==> config.mk <==
export PLATFORM = sky130hd
export DESIGN_NAME = dofs_top
export DESIGN_NICKNAME = d
export VERILOG_FILES = /design/src/verilog/dofs_pkg.sv /design/src/verilog/dofs_top.sv
export SDC_FILE = /design/constraint.sdc
export NUM_CORES = 1
export LEC_CHECK = 0
export BUFFER_PORTS_ARGS = -buffer_cell sky130_fd_sc_hd__buf_2
export CORE_ASPECT_RATIO = 2
export CORE_MARGIN = 2
export CORE_UTILIZATION = 50
export CTS_CLUSTER_DIAMETER = 50
export DETAILED_ROUTE_END_ITERATION = 12
export PLACE_DENSITY_LB_ADDON = 0.12
export SYNTH_ARGS = -nofsm -noshare
export SYNTH_HDL_FRONTEND = slang
export SYNTH_SLANG_ARGS = --single-unit
export TNS_END_PERCENT = 30
==> constraint.sdc <==
create_clock -name ref_clk -period 2.2 [get_ports ref_clk]
set_clock_uncertainty 0.15 [all_clocks]
set_input_delay 0.33 -clock ref_clk [delete_from_list [all_inputs] [get_ports ref_clk]]
set_output_delay 0.33 -clock ref_clk [all_outputs]
set_load 0.02 [all_outputs]
==> src/verilog/dofs_pkg.sv <==
// Operation
// - each of four terminals has its own selector; shared values act independently
// - fast terminal is either a pulse output or a selected on/off output
// - fast output type 0 gives pulse mode, 1 gives switched digital output
// - selector value 0 does nothing and keeps terminal off
// - values 1-4 follow running, forward, reverse, jogging with output frequency
// - value 5 is on while the drive is faulted
// - values 6, 7 follow level detectors one and two; 8 follows frequency reached
// - value 9 is on only when output and reference frequency are zero
// - values 10, 11 are on at upper and lower limit frequency
// - value 12 is on when powered, unprotected and ready to run
// - value 13 is on during motor pre-excitation
// - values 14, 15 follow overload and underload pre-alarms
// - value 16 marks sequencer stage done, 17 a full sequencer cycle
// - values 23-25 follow virtual bits written by a remote master
// - value 26 is on while bus voltage exceeds undervoltage threshold
// - value 27 turns on at encoder index and off 10 ms later
// - value 28 is on while pulse superposition is active
// - value 29 is on after a safe torque off fault
package dofs_pkg;
	localparam int DOFS_NTERM = 4;
	localparam int DOFS_SEL_W = 6;
	localparam int DOFS_ADDR_W = 8;

	// terminal index: relay one, relay two, open collector, fast output
	localparam int DOFS_T_RLY1 = 0;
	localparam int DOFS_T_RLY2 = 1;
	localparam int DOFS_T_OC = 2;
	localparam int DOFS_T_FAST = 3;

	// ****************
	// register map
	// ****************
	localparam logic [7:0] DOFS_SEL_REG_ADDR = 8'h00;
	localparam logic [7:0] DOFS_CTRL_REG_ADDR = 8'h04;
	localparam logic [7:0] DOFS_VBIT_REG_ADDR = 8'h08;
	localparam logic [7:0] DOFS_OUT_REG_ADDR = 8'h0C;
	localparam logic [7:0] DOFS_ISTAT_REG_ADDR = 8'h10;
	localparam logic [7:0] DOFS_IMASK_REG_ADDR = 8'h14;

	// selector n occupies bits [8n+5:8n]
	localparam int DOFS_SEL_STRIDE = 8;
	localparam int DOFS_CTRL_FAST_TYPE_BIT = 0;
	// virtual bit of source s for terminal n sits at bit 4s+n
	localparam int DOFS_VBIT_STRIDE = 4;
	localparam logic [DOFS_SEL_W-1:0] DOFS_SEL_RST = 6'h00;
	localparam logic DOFS_FAST_TYPE_RST = 1'b0;
	localparam logic DOFS_FAST_PULSE = 1'b0;
	localparam logic DOFS_FAST_SWITCH = 1'b1;

	// selector values
	localparam int DOFS_F_RUN = 1;
	localparam int DOFS_F_FWD = 2;
	localparam int DOFS_F_REV = 3;
	localparam int DOFS_F_JOG = 4;
	localparam int DOFS_F_FAULT = 5;
	localparam int DOFS_F_LVL_ONE = 6;
	localparam int DOFS_F_LVL_TWO = 7;
	localparam int DOFS_F_REACH = 8;
	localparam int DOFS_F_ZERO = 9;
	localparam int DOFS_F_UPPER = 10;
	localparam int DOFS_F_LOWER = 11;
	localparam int DOFS_F_READY = 12;
	localparam int DOFS_F_PREEX = 13;
	localparam int DOFS_F_OVL = 14;
	localparam int DOFS_F_UNL = 15;
	localparam int DOFS_F_STAGE = 16;
	localparam int DOFS_F_CYCLE = 17;
	localparam int DOFS_F_VBIT0 = 23;
	localparam int DOFS_F_DCBUS = 26;
	localparam int DOFS_F_INDEX = 27;
	localparam int DOFS_F_SUPER = 28;
	localparam int DOFS_F_SAFE_OFF = 29;
	localparam int DOFS_NVSRC = 3;

	// ****************
	// timing
	// ****************
	localparam int DOFS_CLK_KHZ = 200000;
	localparam int DOFS_INDEX_HOLD_MS = 10;
	localparam int DOFS_INDEX_HOLD_CYC = DOFS_INDEX_HOLD_MS * DOFS_CLK_KHZ;
	localparam int DOFS_HOLD_W = 22;
endpackage : dofs_pkg

==> src/verilog/dofs_top.sv <==
// The implementer's own choices: the strobed register port and the register addresses.
`timescale 1ns/10ps
module dofs_top
	import dofs_pkg::*;
#(
	parameter int INDEX_HOLD_CYC = DOFS_INDEX_HOLD_CYC
) (
	input wire logic ref_clk,
	input wire logic rstn,
	input wire logic ce,
	input wire logic [DOFS_ADDR_W-1:0] reg_addr,
	input wire logic [31:0] reg_wdata,
	input wire logic reg_wr,
	input wire logic reg_rd,
	output logic [31:0] reg_rdata,
	output logic irq,
	input wire logic st_running,
	input wire logic st_forward,
	input wire logic st_reverse,
	input wire logic st_jogging,
	input wire logic st_fault,
	input wire logic freq_level_detect_one,
	input wire logic freq_level_detect_two,
	input wire logic st_freq_reached,
	input wire logic st_out_freq_zero,
	input wire logic st_ref_freq_zero,
	input wire logic st_upper_limit,
	input wire logic st_lower_limit,
	input wire logic st_powered,
	input wire logic st_protect_active,
	input wire logic st_ready,
	input wire logic st_preexcite,
	input wire logic st_overload_alarm,
	input wire logic st_underload_alarm,
	input wire logic st_seq_stage_done,
	input wire logic st_seq_cycle_done,
	input wire logic st_dcbus_ok,
	input wire logic encoder_index_pin,
	input wire logic st_pulse_super,
	input wire logic safe_torque_off,
	input wire logic pulse_train_in,
	output logic relay_one_out,
	output logic relay_two_out,
	output logic oc_out,
	output logic fast_pulse_output
);

	// ****************
	// registers
	// ****************
	logic [DOFS_SEL_W-1:0] sel_reg [DOFS_NTERM];
	logic fast_type_reg;
	logic [DOFS_NVSRC*DOFS_VBIT_STRIDE-1:0] vbit_reg;
	logic [DOFS_NTERM-1:0] istat_reg;
	logic [DOFS_NTERM-1:0] imask_reg;
	logic [DOFS_NTERM-1:0] term_reg;
	logic [DOFS_NTERM-1:0] term_next;
	logic fast_reg;

	logic wr_sel;
	logic wr_ctrl;
	logic wr_vbit;
	logic wr_istat;
	logic wr_imask;

	assign wr_sel = ce && reg_wr && (reg_addr == DOFS_SEL_REG_ADDR);
	assign wr_ctrl = ce && reg_wr && (reg_addr == DOFS_CTRL_REG_ADDR);
	assign wr_vbit = ce && reg_wr && (reg_addr == DOFS_VBIT_REG_ADDR);
	assign wr_istat = ce && reg_wr && (reg_addr == DOFS_ISTAT_REG_ADDR);
	assign wr_imask = ce && reg_wr && (reg_addr == DOFS_IMASK_REG_ADDR);

	// ****************
	// encoder index pin
	// ****************
	logic [2:0] idx_sync_reg;
	logic idx_level_reg;
	logic [DOFS_HOLD_W-1:0] hold_reg;
	logic idx_rise;

	always_ff @(posedge ref_clk or negedge rstn) begin
		if (!rstn) begin
			idx_sync_reg <= 3'h0;
		end else if (ce) begin
			idx_sync_reg <= {idx_sync_reg[1:0], encoder_index_pin};
		end
	end

	// level only moves once the two back stages agree
	always_ff @(posedge ref_clk or negedge rstn) begin
		if (!rstn) begin
			idx_level_reg <= 1'b0;
		end else if (ce && (idx_sync_reg[1] == idx_sync_reg[2])) begin
			idx_level_reg <= idx_sync_reg[2];
		end
	end

	assign idx_rise = (idx_sync_reg[1] == idx_sync_reg[2]) && idx_sync_reg[2] && !idx_level_reg;

	// index hold timer
	// a new index pulse restarts the full hold time
	always_ff @(posedge ref_clk or negedge rstn) begin
		if (!rstn) begin
			hold_reg <= '0;
		end else if (ce) begin
			if (idx_rise) begin
				hold_reg <= DOFS_HOLD_W'(INDEX_HOLD_CYC);
			end else if (hold_reg != '0) begin
				hold_reg <= hold_reg - DOFS_HOLD_W'(1);
			end
		end
	end

	// ****************
	// condition table
	// ****************
	logic [63:0] cond;

	always_comb begin
		cond = 64'h0;
		cond[DOFS_F_RUN] = st_running;
		cond[DOFS_F_FWD] = st_running && st_forward;
		cond[DOFS_F_REV] = st_running && st_reverse;
		cond[DOFS_F_JOG] = st_running && st_jogging;
		cond[DOFS_F_FAULT] = st_fault;
		cond[DOFS_F_LVL_ONE] = freq_level_detect_one;
		cond[DOFS_F_LVL_TWO] = freq_level_detect_two;
		cond[DOFS_F_REACH] = st_freq_reached;
		cond[DOFS_F_ZERO] = st_out_freq_zero && st_ref_freq_zero;
		cond[DOFS_F_UPPER] = st_upper_limit;
		cond[DOFS_F_LOWER] = st_lower_limit;
		cond[DOFS_F_READY] = st_powered && !st_protect_active && st_ready;
		cond[DOFS_F_PREEX] = st_preexcite;
		cond[DOFS_F_OVL] = st_overload_alarm;
		cond[DOFS_F_UNL] = st_underload_alarm;
		cond[DOFS_F_STAGE] = st_seq_stage_done;
		cond[DOFS_F_CYCLE] = st_seq_cycle_done;
		cond[DOFS_F_DCBUS] = st_dcbus_ok;
		cond[DOFS_F_INDEX] = (hold_reg != '0);
		cond[DOFS_F_SUPER] = st_pulse_super;
		cond[DOFS_F_SAFE_OFF] = safe_torque_off;
	end

	// ****************
	// per terminal
	// ****************
	genvar gi;
	generate
		for (gi = 0; gi < DOFS_NTERM; gi++) begin : g_term
			logic [63:0] tcond;

			// virtual bits are per terminal, per source
			always_comb begin
				tcond = cond;
				for (int s = 0; s < DOFS_NVSRC; s++) begin
					tcond[DOFS_F_VBIT0 + s] = vbit_reg[s*DOFS_VBIT_STRIDE + gi];
				end
			end

			assign term_next[gi] = tcond[sel_reg[gi]];
		end
	endgenerate

	// one process owns the whole selector array, so it has a single driver
	always_ff @(posedge ref_clk or negedge rstn) begin
		if (!rstn) begin
			for (int t = 0; t < DOFS_NTERM; t++) begin
				sel_reg[t] <= DOFS_SEL_RST;
			end
		end else if (wr_sel) begin
			for (int t = 0; t < DOFS_NTERM; t++) begin
				sel_reg[t] <= reg_wdata[t*DOFS_SEL_STRIDE +: DOFS_SEL_W];
			end
		end
	end

	always_ff @(posedge ref_clk or negedge rstn) begin
		if (!rstn) begin
			term_reg <= '0;
		end else if (ce) begin
			term_reg <= term_next;
		end
	end

	always_ff @(posedge ref_clk or negedge rstn) begin
		if (!rstn) begin
			fast_reg <= 1'b0;
		end else if (ce) begin
			if (fast_type_reg == DOFS_FAST_SWITCH) begin
				fast_reg <= term_next[DOFS_T_FAST];
			end else begin
				fast_reg <= pulse_train_in;
			end
		end
	end

	assign relay_one_out = term_reg[DOFS_T_RLY1];
	assign relay_two_out = term_reg[DOFS_T_RLY2];
	assign oc_out = term_reg[DOFS_T_OC];
	assign fast_pulse_output = fast_reg;

	// ****************
	// control registers
	// ****************
	always_ff @(posedge ref_clk or negedge rstn) begin
		if (!rstn) begin
			fast_type_reg <= DOFS_FAST_TYPE_RST;
		end else if (wr_ctrl) begin
			fast_type_reg <= reg_wdata[DOFS_CTRL_FAST_TYPE_BIT];
		end
	end

	// remote master writes 1 for on, 0 for off
	always_ff @(posedge ref_clk or negedge rstn) begin
		if (!rstn) begin
			vbit_reg <= '0;
		end else if (wr_vbit) begin
			vbit_reg <= reg_wdata[DOFS_NVSRC*DOFS_VBIT_STRIDE-1:0];
		end
	end

	always_ff @(posedge ref_clk or negedge rstn) begin
		if (!rstn) begin
			imask_reg <= '0;
		end else if (wr_imask) begin
			imask_reg <= reg_wdata[DOFS_NTERM-1:0];
		end
	end

	// ****************
	// interrupts
	// ****************
	logic [DOFS_NTERM-1:0] ev_on;
	logic [DOFS_NTERM-1:0] clr_bits;

	// event: a terminal switching on; a fresh event beats a same-cycle clear
	assign ev_on = ce ? (term_next & ~term_reg) : '0;
	assign clr_bits = wr_istat ? reg_wdata[DOFS_NTERM-1:0] : '0;

	always_ff @(posedge ref_clk or negedge rstn) begin
		if (!rstn) begin
			istat_reg <= '0;
		end else begin
			istat_reg <= (istat_reg & ~clr_bits) | ev_on;
		end
	end

	assign irq = |(istat_reg & imask_reg);

	// ****************
	// read port
	// ****************
	logic [31:0] rd_next;

	always_comb begin
		rd_next = 32'h0;
		case (reg_addr)
			DOFS_SEL_REG_ADDR: begin
				for (int t = 0; t < DOFS_NTERM; t++) begin
					rd_next[t*DOFS_SEL_STRIDE +: DOFS_SEL_W] = sel_reg[t];
				end
			end
			DOFS_CTRL_REG_ADDR: rd_next[DOFS_CTRL_FAST_TYPE_BIT] = fast_type_reg;
			DOFS_VBIT_REG_ADDR: rd_next[DOFS_NVSRC*DOFS_VBIT_STRIDE-1:0] = vbit_reg;
			DOFS_OUT_REG_ADDR: rd_next[DOFS_NTERM-1:0] = term_reg;
			DOFS_ISTAT_REG_ADDR: rd_next[DOFS_NTERM-1:0] = istat_reg;
			DOFS_IMASK_REG_ADDR: rd_next[DOFS_NTERM-1:0] = imask_reg;
			default: rd_next = 32'h0;
		endcase
	end

	// data valid only in the cycle after the strobe
	always_ff @(posedge ref_clk or negedge rstn) begin
		if (!rstn) begin
			reg_rdata <= 32'h0;
		end else if (ce) begin
			reg_rdata <= reg_rd ? rd_next : 32'h0;
		end
	end

endmodule : dofs_top

==> impl_metrics.tcl, run 1 <==
set metrics [dict create \
    synth_area_um2 5557 \
    core_um2 10880 \
    htreeDepth 3 \
    violations "negative setup slack" \
    ctsLongestPathBuffers 2 \
    place.gp.congestion 0.9535 \
    drc 0 \
    grt_pass1_vias 5035 \
    clkTransAtPathRegs_ps 70 \
    syn2layout_area_growth_pct 25.83 \
    max_freq_mhz 424.9 \
    initial_core_util 0.5108 \
    synth_area_per_cell_um2 10.83 \
    drt_iter0_drc 260 \
    crit_buf_inv 0 \
    ios 107 \
    dpl.hpwl_mm 12.37 \
    grt_pass1_wl_mm 25.94 \
    setup_violations 17 \
    avgRoutedWirePerCell_um 21.05 \
    hold_path.class "in2reg" \
    async_flop_share 1.000 \
    status "finished with violations" \
    ir_drop_mv 0.5009 \
    cts_root_buf "clkbuf_16" \
    rr_worst_depth 5 \
    cts_inserted_buffers 9 \
    hold_end "sel_reg[6]" \
    antenna_found_initial 0 \
    finalPower_mw 5.016 \
    largest_register_ffs 26 \
    end_kind "flop" \
    drive_above_1_share 0.3953 \
    crit_chain "or4_4, nand2b_4, or3_4, or4_4, a21oi_2" \
    die_y_um 153.1 \
    min-delay-start "reg_wdata[16]" \
    num_rows 54 \
    rrSetupSlack_ps -150 \
    viasPerCell 6.220 \
    io_buffers 94 \
    period_minus_slack_ps 2353 \
    netlist_instances 513 \
    crit_path_frequent_cell "or4_4" \
    critPathArrivalTime_ps 2470 \
    fin_setup_tns_ps -1231 \
    powerDensity_nw_per_um2 717.4 \
    yosysWarnings 0 \
    p_leak_nw 3.108 \
    grt-ovfl-total 0 \
    max_slew_margin 0.6660 \
    die_w_um 78.54 \
    grt.total_usage 0.2796 \
    tightest_slew_ps 501.0 \
    clk_latency_ps 340 \
    crit_slowest_cell "or4_4" \
    wl_mm 16.52 \
    nets 713 \
    n_antenna_cell 0 \
    synth_edf_count 0 \
    r2r-start "hold_reg[13]" \
    grt_max_degree 60 \
    hold_depth 2 \
    synth_flop_cell "dfrtp_1" \
    drv_cap 0 \
    finalWorstSetupSlack_ps -153.5 \
    synth.distinct_cells 68 \
    dieArea_um2 12020 \
    final_hold_viol_count 0 \
    startpoint_type "flop" \
    dr.pass1.iters 4 \
    cts_tree "yes" \
    slew_viol_final 0 \
    worstPathMaxFanout 6 \
    max_stage_delay_ps 570 \
    rsz0062_at_grt "yes" \
    cts.sinks 102 \
    vias 4883 \
    required_ps 2320 \
    crit_type "reg2reg" \
    r2r-end "hold_reg[21]" \
    final_antenna_net_count 0 \
    crit_family "simple AND/OR/NAND/NOR gates" \
    seq_area_frac_synth 0.4594 \
    synth_seq_cells 102 \
    period_share 1.070 \
]
[logic make-up (layout without fill, tap and decap cells)]
logic type               Yosys count  after routing  share of synthesized area
adder cells (fa/ha/maj)            2              2                   0.004503
multiplexers                      72             72                     0.1513
buffers and inverters             62            188                    0.04909
flip-flops                       102            102                     0.4594
AO/OA/AOI/OAI                    143            143                     0.1919
XOR/XNOR                           2              2                   0.003153
AND/OR/NAND/NOR                  129            130                     0.1401
other                              1              6                  0.0006749
[routing by layer]
| metal | track usage | wire length [um] | vias to the layer above |
|---|---|---|---|
| met5 | 0 | 0 | - |
| met4 | 0.1487 | 872 | 0 |
| met3 | 0.03247 | 612 | 53 |
| met2 | 0.5079 | 9036 | 154 |
| met1 | 0.3105 | 6000 | 2454 |
| li1 | - | - | 2222 |
[worst reg2reg max path, delay by kind of cell, from the launching register on]
family	cells	cell delay, ps
AO/OA/AOI/OAI	1	140
flip-flops	1	390
AND/OR/NAND/NOR	4	1600
[final cells by class]
cell class	instances	area, um^2
timing repair buffer	151	968.4
inverter	22	82.58
clock buffer	12	266.5
clock inverter	3	42.54
tap	140	175.2
fill	904	3886
sequential	102	2552
multi-input combinational	355	2904
[worst max-delay path by stage]
stage,startpoint,endpoint,slack (ps),depth (start not counted)
finish,hold_reg[13],hold_reg[21],-150,5
CTS,hold_reg[13],hold_reg[21],-140,5
global route,hold_reg[13],hold_reg[21],-200,5
global placement,hold_reg[2],hold_reg[11],-180,8
floorplan,hold_reg[11],hold_reg[21],-180,6
detailed placement,hold_reg[2],istat_reg[2],-230,7
[metrics by stage]
stage               instances  instance area (um^2)    util  hold slack, ps  worst slack (ps)
detailed placement        761                  6439  0.5919           49.31            -227.6
global placement          761                  6439  0.5919           49.11            -178.6
finish                    785                  6992  0.6427           62.27            -153.5
floorplan                 518                  5577       -          -115.6            -176.1
CTS                       782                  6880  0.6325           59.22            -141.7
global route              785                  6992  0.6427           66.53            -200.1
[layout by cell type, fill, tap and decap left out, drive strengths merged, types with 4 or more instances in the layout]
master   count
and2         7
o21ai       18
clkbuf      12
nand2       21
o21a         5
dfrtp      102
nand4        4
a22oi        8
a31oi        4
and3         4
nand2b       7
nor2        10
o311ai       4
o2bb2ai     12
a211oi       6
buf        150
nor2b        5
or4         13
a41oi        5
inv         22
nor4         8
a221oi       4
conb         6
nor3         7
mux4         5
mux2        46
nand3b       4
or3         17
nand3       12
a22o        16
mux2i       21
a21oi       20
o31ai       14
[where the power goes]
part           internal, mW  switching (mW)  total (mW)
clock                 0.968           0.689        1.66
sequential             2.06           0.190        2.25
combinational         0.531           0.575        1.11
[timing repair]
item	CTS	global route
gates cloned	1	0
hold buffers	1	0
pin swaps	5	5
setup buffers	4	3
resized for setup	17	21
endpoints found under the hold margin	12	0
setup endpoints to repair	31	29
[Yosys cell counts (13+ instances only)]
master | count | area share
o31ai_1 | 13 | 0.018
mux2_2 | 46 | 0.093
a22o_1 | 16 | 0.025
a21oi_1 | 20 | 0.018
o21ai_0 | 18 | 0.016
dfrtp_1 | 102 | 0.46
mux2i_1 | 21 | 0.038
nand2_1 | 21 | 0.014
inv_1 | 22 | 0.015
clkbuf_1 | 26 | 0.018
Power figures use the tool's default switching activity.
==> inputs of run 2 (changes only) <==
--- a/config.mk
+++ b/config.mk
@@ -12,6 +12,7 @@
 export CTS_CLUSTER_DIAMETER = 50
 export DETAILED_ROUTE_END_ITERATION = 12
 export PLACE_DENSITY_LB_ADDON = 0.12
+export SKIP_CTS_REPAIR_TIMING = 1
 export SYNTH_ARGS = -nofsm -noshare
 export SYNTH_HDL_FRONTEND = slang
 export SYNTH_SLANG_ARGS = --single-unit
==> impl_metrics.tcl, run 2 (synthesis gave the netlist of run 1 again) <==
set metrics [dict create \
    status "finished with violations" \
    violations "negative setup slack" \
    power_frac_clock 0.329 \
    layout.cells.most_common_list "dfrtp_1 (102), buf_2 (93), buf_4 (49)" \
    switching_power_mw 1.444 \
    drt_iter0_drc 301 \
    crit_path_start "hold_reg[12]" \
    clk_latency_ps 340 \
    placed_area_um2 6439 \
    period_minus_slack_ps 2363 \
    rr_worst_depth 5 \
    dpl.hpwl_mm 12.37 \
    dieArea_um2 12020 \
    nets 712 \
    place_ws_ps -227.6 \
    final_hold_viol_count 0 \
    p_seq_frac 0.449 \
    grt_pass1_vias 4951 \
    ctsLongestPathBuffers 2 \
    core_um2 10880 \
    grt.total_usage 0.2748 \
    r2r-end "hold_reg[21]" \
    grt_pass1_wl_mm 25.50 \
    io_buffers 94 \
    internal_power_mw 3.564 \
    cts_root_buf "clkbuf_16" \
    drv_cap 0 \
    hold_depth 2 \
    final_common_cell "dfrtp_1" \
    swShare 0.2883 \
    startpoint_type "flop" \
    drive_above_1_share 0.3898 \
    max_slew_margin 0.6604 \
    max_freq_mhz 423.1 \
    critPathArrivalTime_ps 2480 \
    cts_inserted_buffers 9 \
    antenna_found_initial 0 \
    ios 107 \
    drc 0 \
    crit_path_end "hold_reg[21]" \
    tightest_slew_ps 509.4 \
    finalWorstSetupSlack_ps -163.5 \
    crit_type "reg2reg" \
    r2r-start "hold_reg[12]" \
    setup_violations 11 \
    required_ps 2320 \
    largest_register_ffs 26 \
    wl_mm 16.44 \
    cts.sinks 102 \
    htreeDepth 3 \
    fin_area_um2 6969 \
    rsz0062_at_grt "yes" \
    avgRoutedWirePerCell_um 20.97 \
    comb_power_share 0.222 \
    grt-ovfl-total 0 \
    clkTransAtPathRegs_ps 70 \
    dr.pass1.iters 5 \
    rrSetupSlack_ps -160 \
    viasPerCell 6.221 \
    slew_viol_final 0 \
    cts_tree "yes" \
    powerDensity_nw_per_um2 718.5 \
    n_antenna_cell 0 \
    die_w_um 78.54 \
    vias 4877 \
    die_y_um 153.1 \
    grt_max_degree 60 \
    num_rows 54 \
    final_antenna_net_count 0 \
    p_leak_nw 3.091 \
    ir_drop_mv 0.5019 \
    hold_path.class "in2reg" \
    initial_core_util 0.5108 \
    period_share 1.074 \
    syn2layout_area_growth_pct 25.42 \
    worstPathMaxFanout 6 \
    place.gp.congestion 0.9535 \
    end_kind "flop" \
]
==> run 2: area by class of cell <==
class	count	area, um^2
fill	908	3909
multi-input combinational	355	2902
sequential	102	2552
timing repair buffer	150	948.4
clock buffer	12	266.5
tap	140	175.2
inverter	22	82.58
clock inverter	3	42.54
==> run 2: stage by stage <==
stage	instances	total power, mW	setup TNS [ps]	hold slack (ps)	utilization
2_1_floorplan	518	2.768	-1174	-115.6	-
3_3_place_gp	761	3.194	-1899	49.11	0.5919
3_5_place_dp	761	3.245	-3515	49.31	0.5919
4_1_cts	776	4.892	-3979	-315.6	0.6203
5_1_grt	784	5.247	-1925	66.53	0.6407
6_report	784	5.008	-843.2	62.63	0.6407
==> run 2: metal layers <==
layer,vias up,routed length [um],global-route usage
li1,2215,-,-
met1,2444,5863,0.3066
met2,168,9117,0.4957
met3,50,614,0.03306
met4,0,847,0.1487
met5,-,0,0
==> run 2: power by group through the flow <==
stage | sequential (mW) | clock, mW | combinational [mW]
6_report | 2.25 | 1.65 | 1.11
5_1_grt | 2.27 | 1.75 | 1.23
3_3_place_gp | 2.25 | 0 | 0.939
2_1_floorplan | 2.24 | 0 | 0.531
3_5_place_dp | 2.26 | 0 | 0.980
4_1_cts | 2.23 | 1.68 | 0.982
==> run 2: worst min path at each step <==
stage                              endpoint  slack [ps]          start
after global placement          hold_reg[4]          50           rstn
after global routing             sel_reg[6]          70  reg_wdata[16]
after floorplan           fast_pulse_output        -120           rstn
after detailed placement        hold_reg[4]          50           rstn
after CTS                       hold_reg[4]        -320           rstn
final                            sel_reg[6]          60  reg_wdata[16]
==> run 2: worst max-delay path, stage by stage (launching register included) <==
cell      delay, ps
dfrtp_1         370
or4_4           550
nand2b_4        220
or3_4           350
or4_4           490
a21oi_2         150
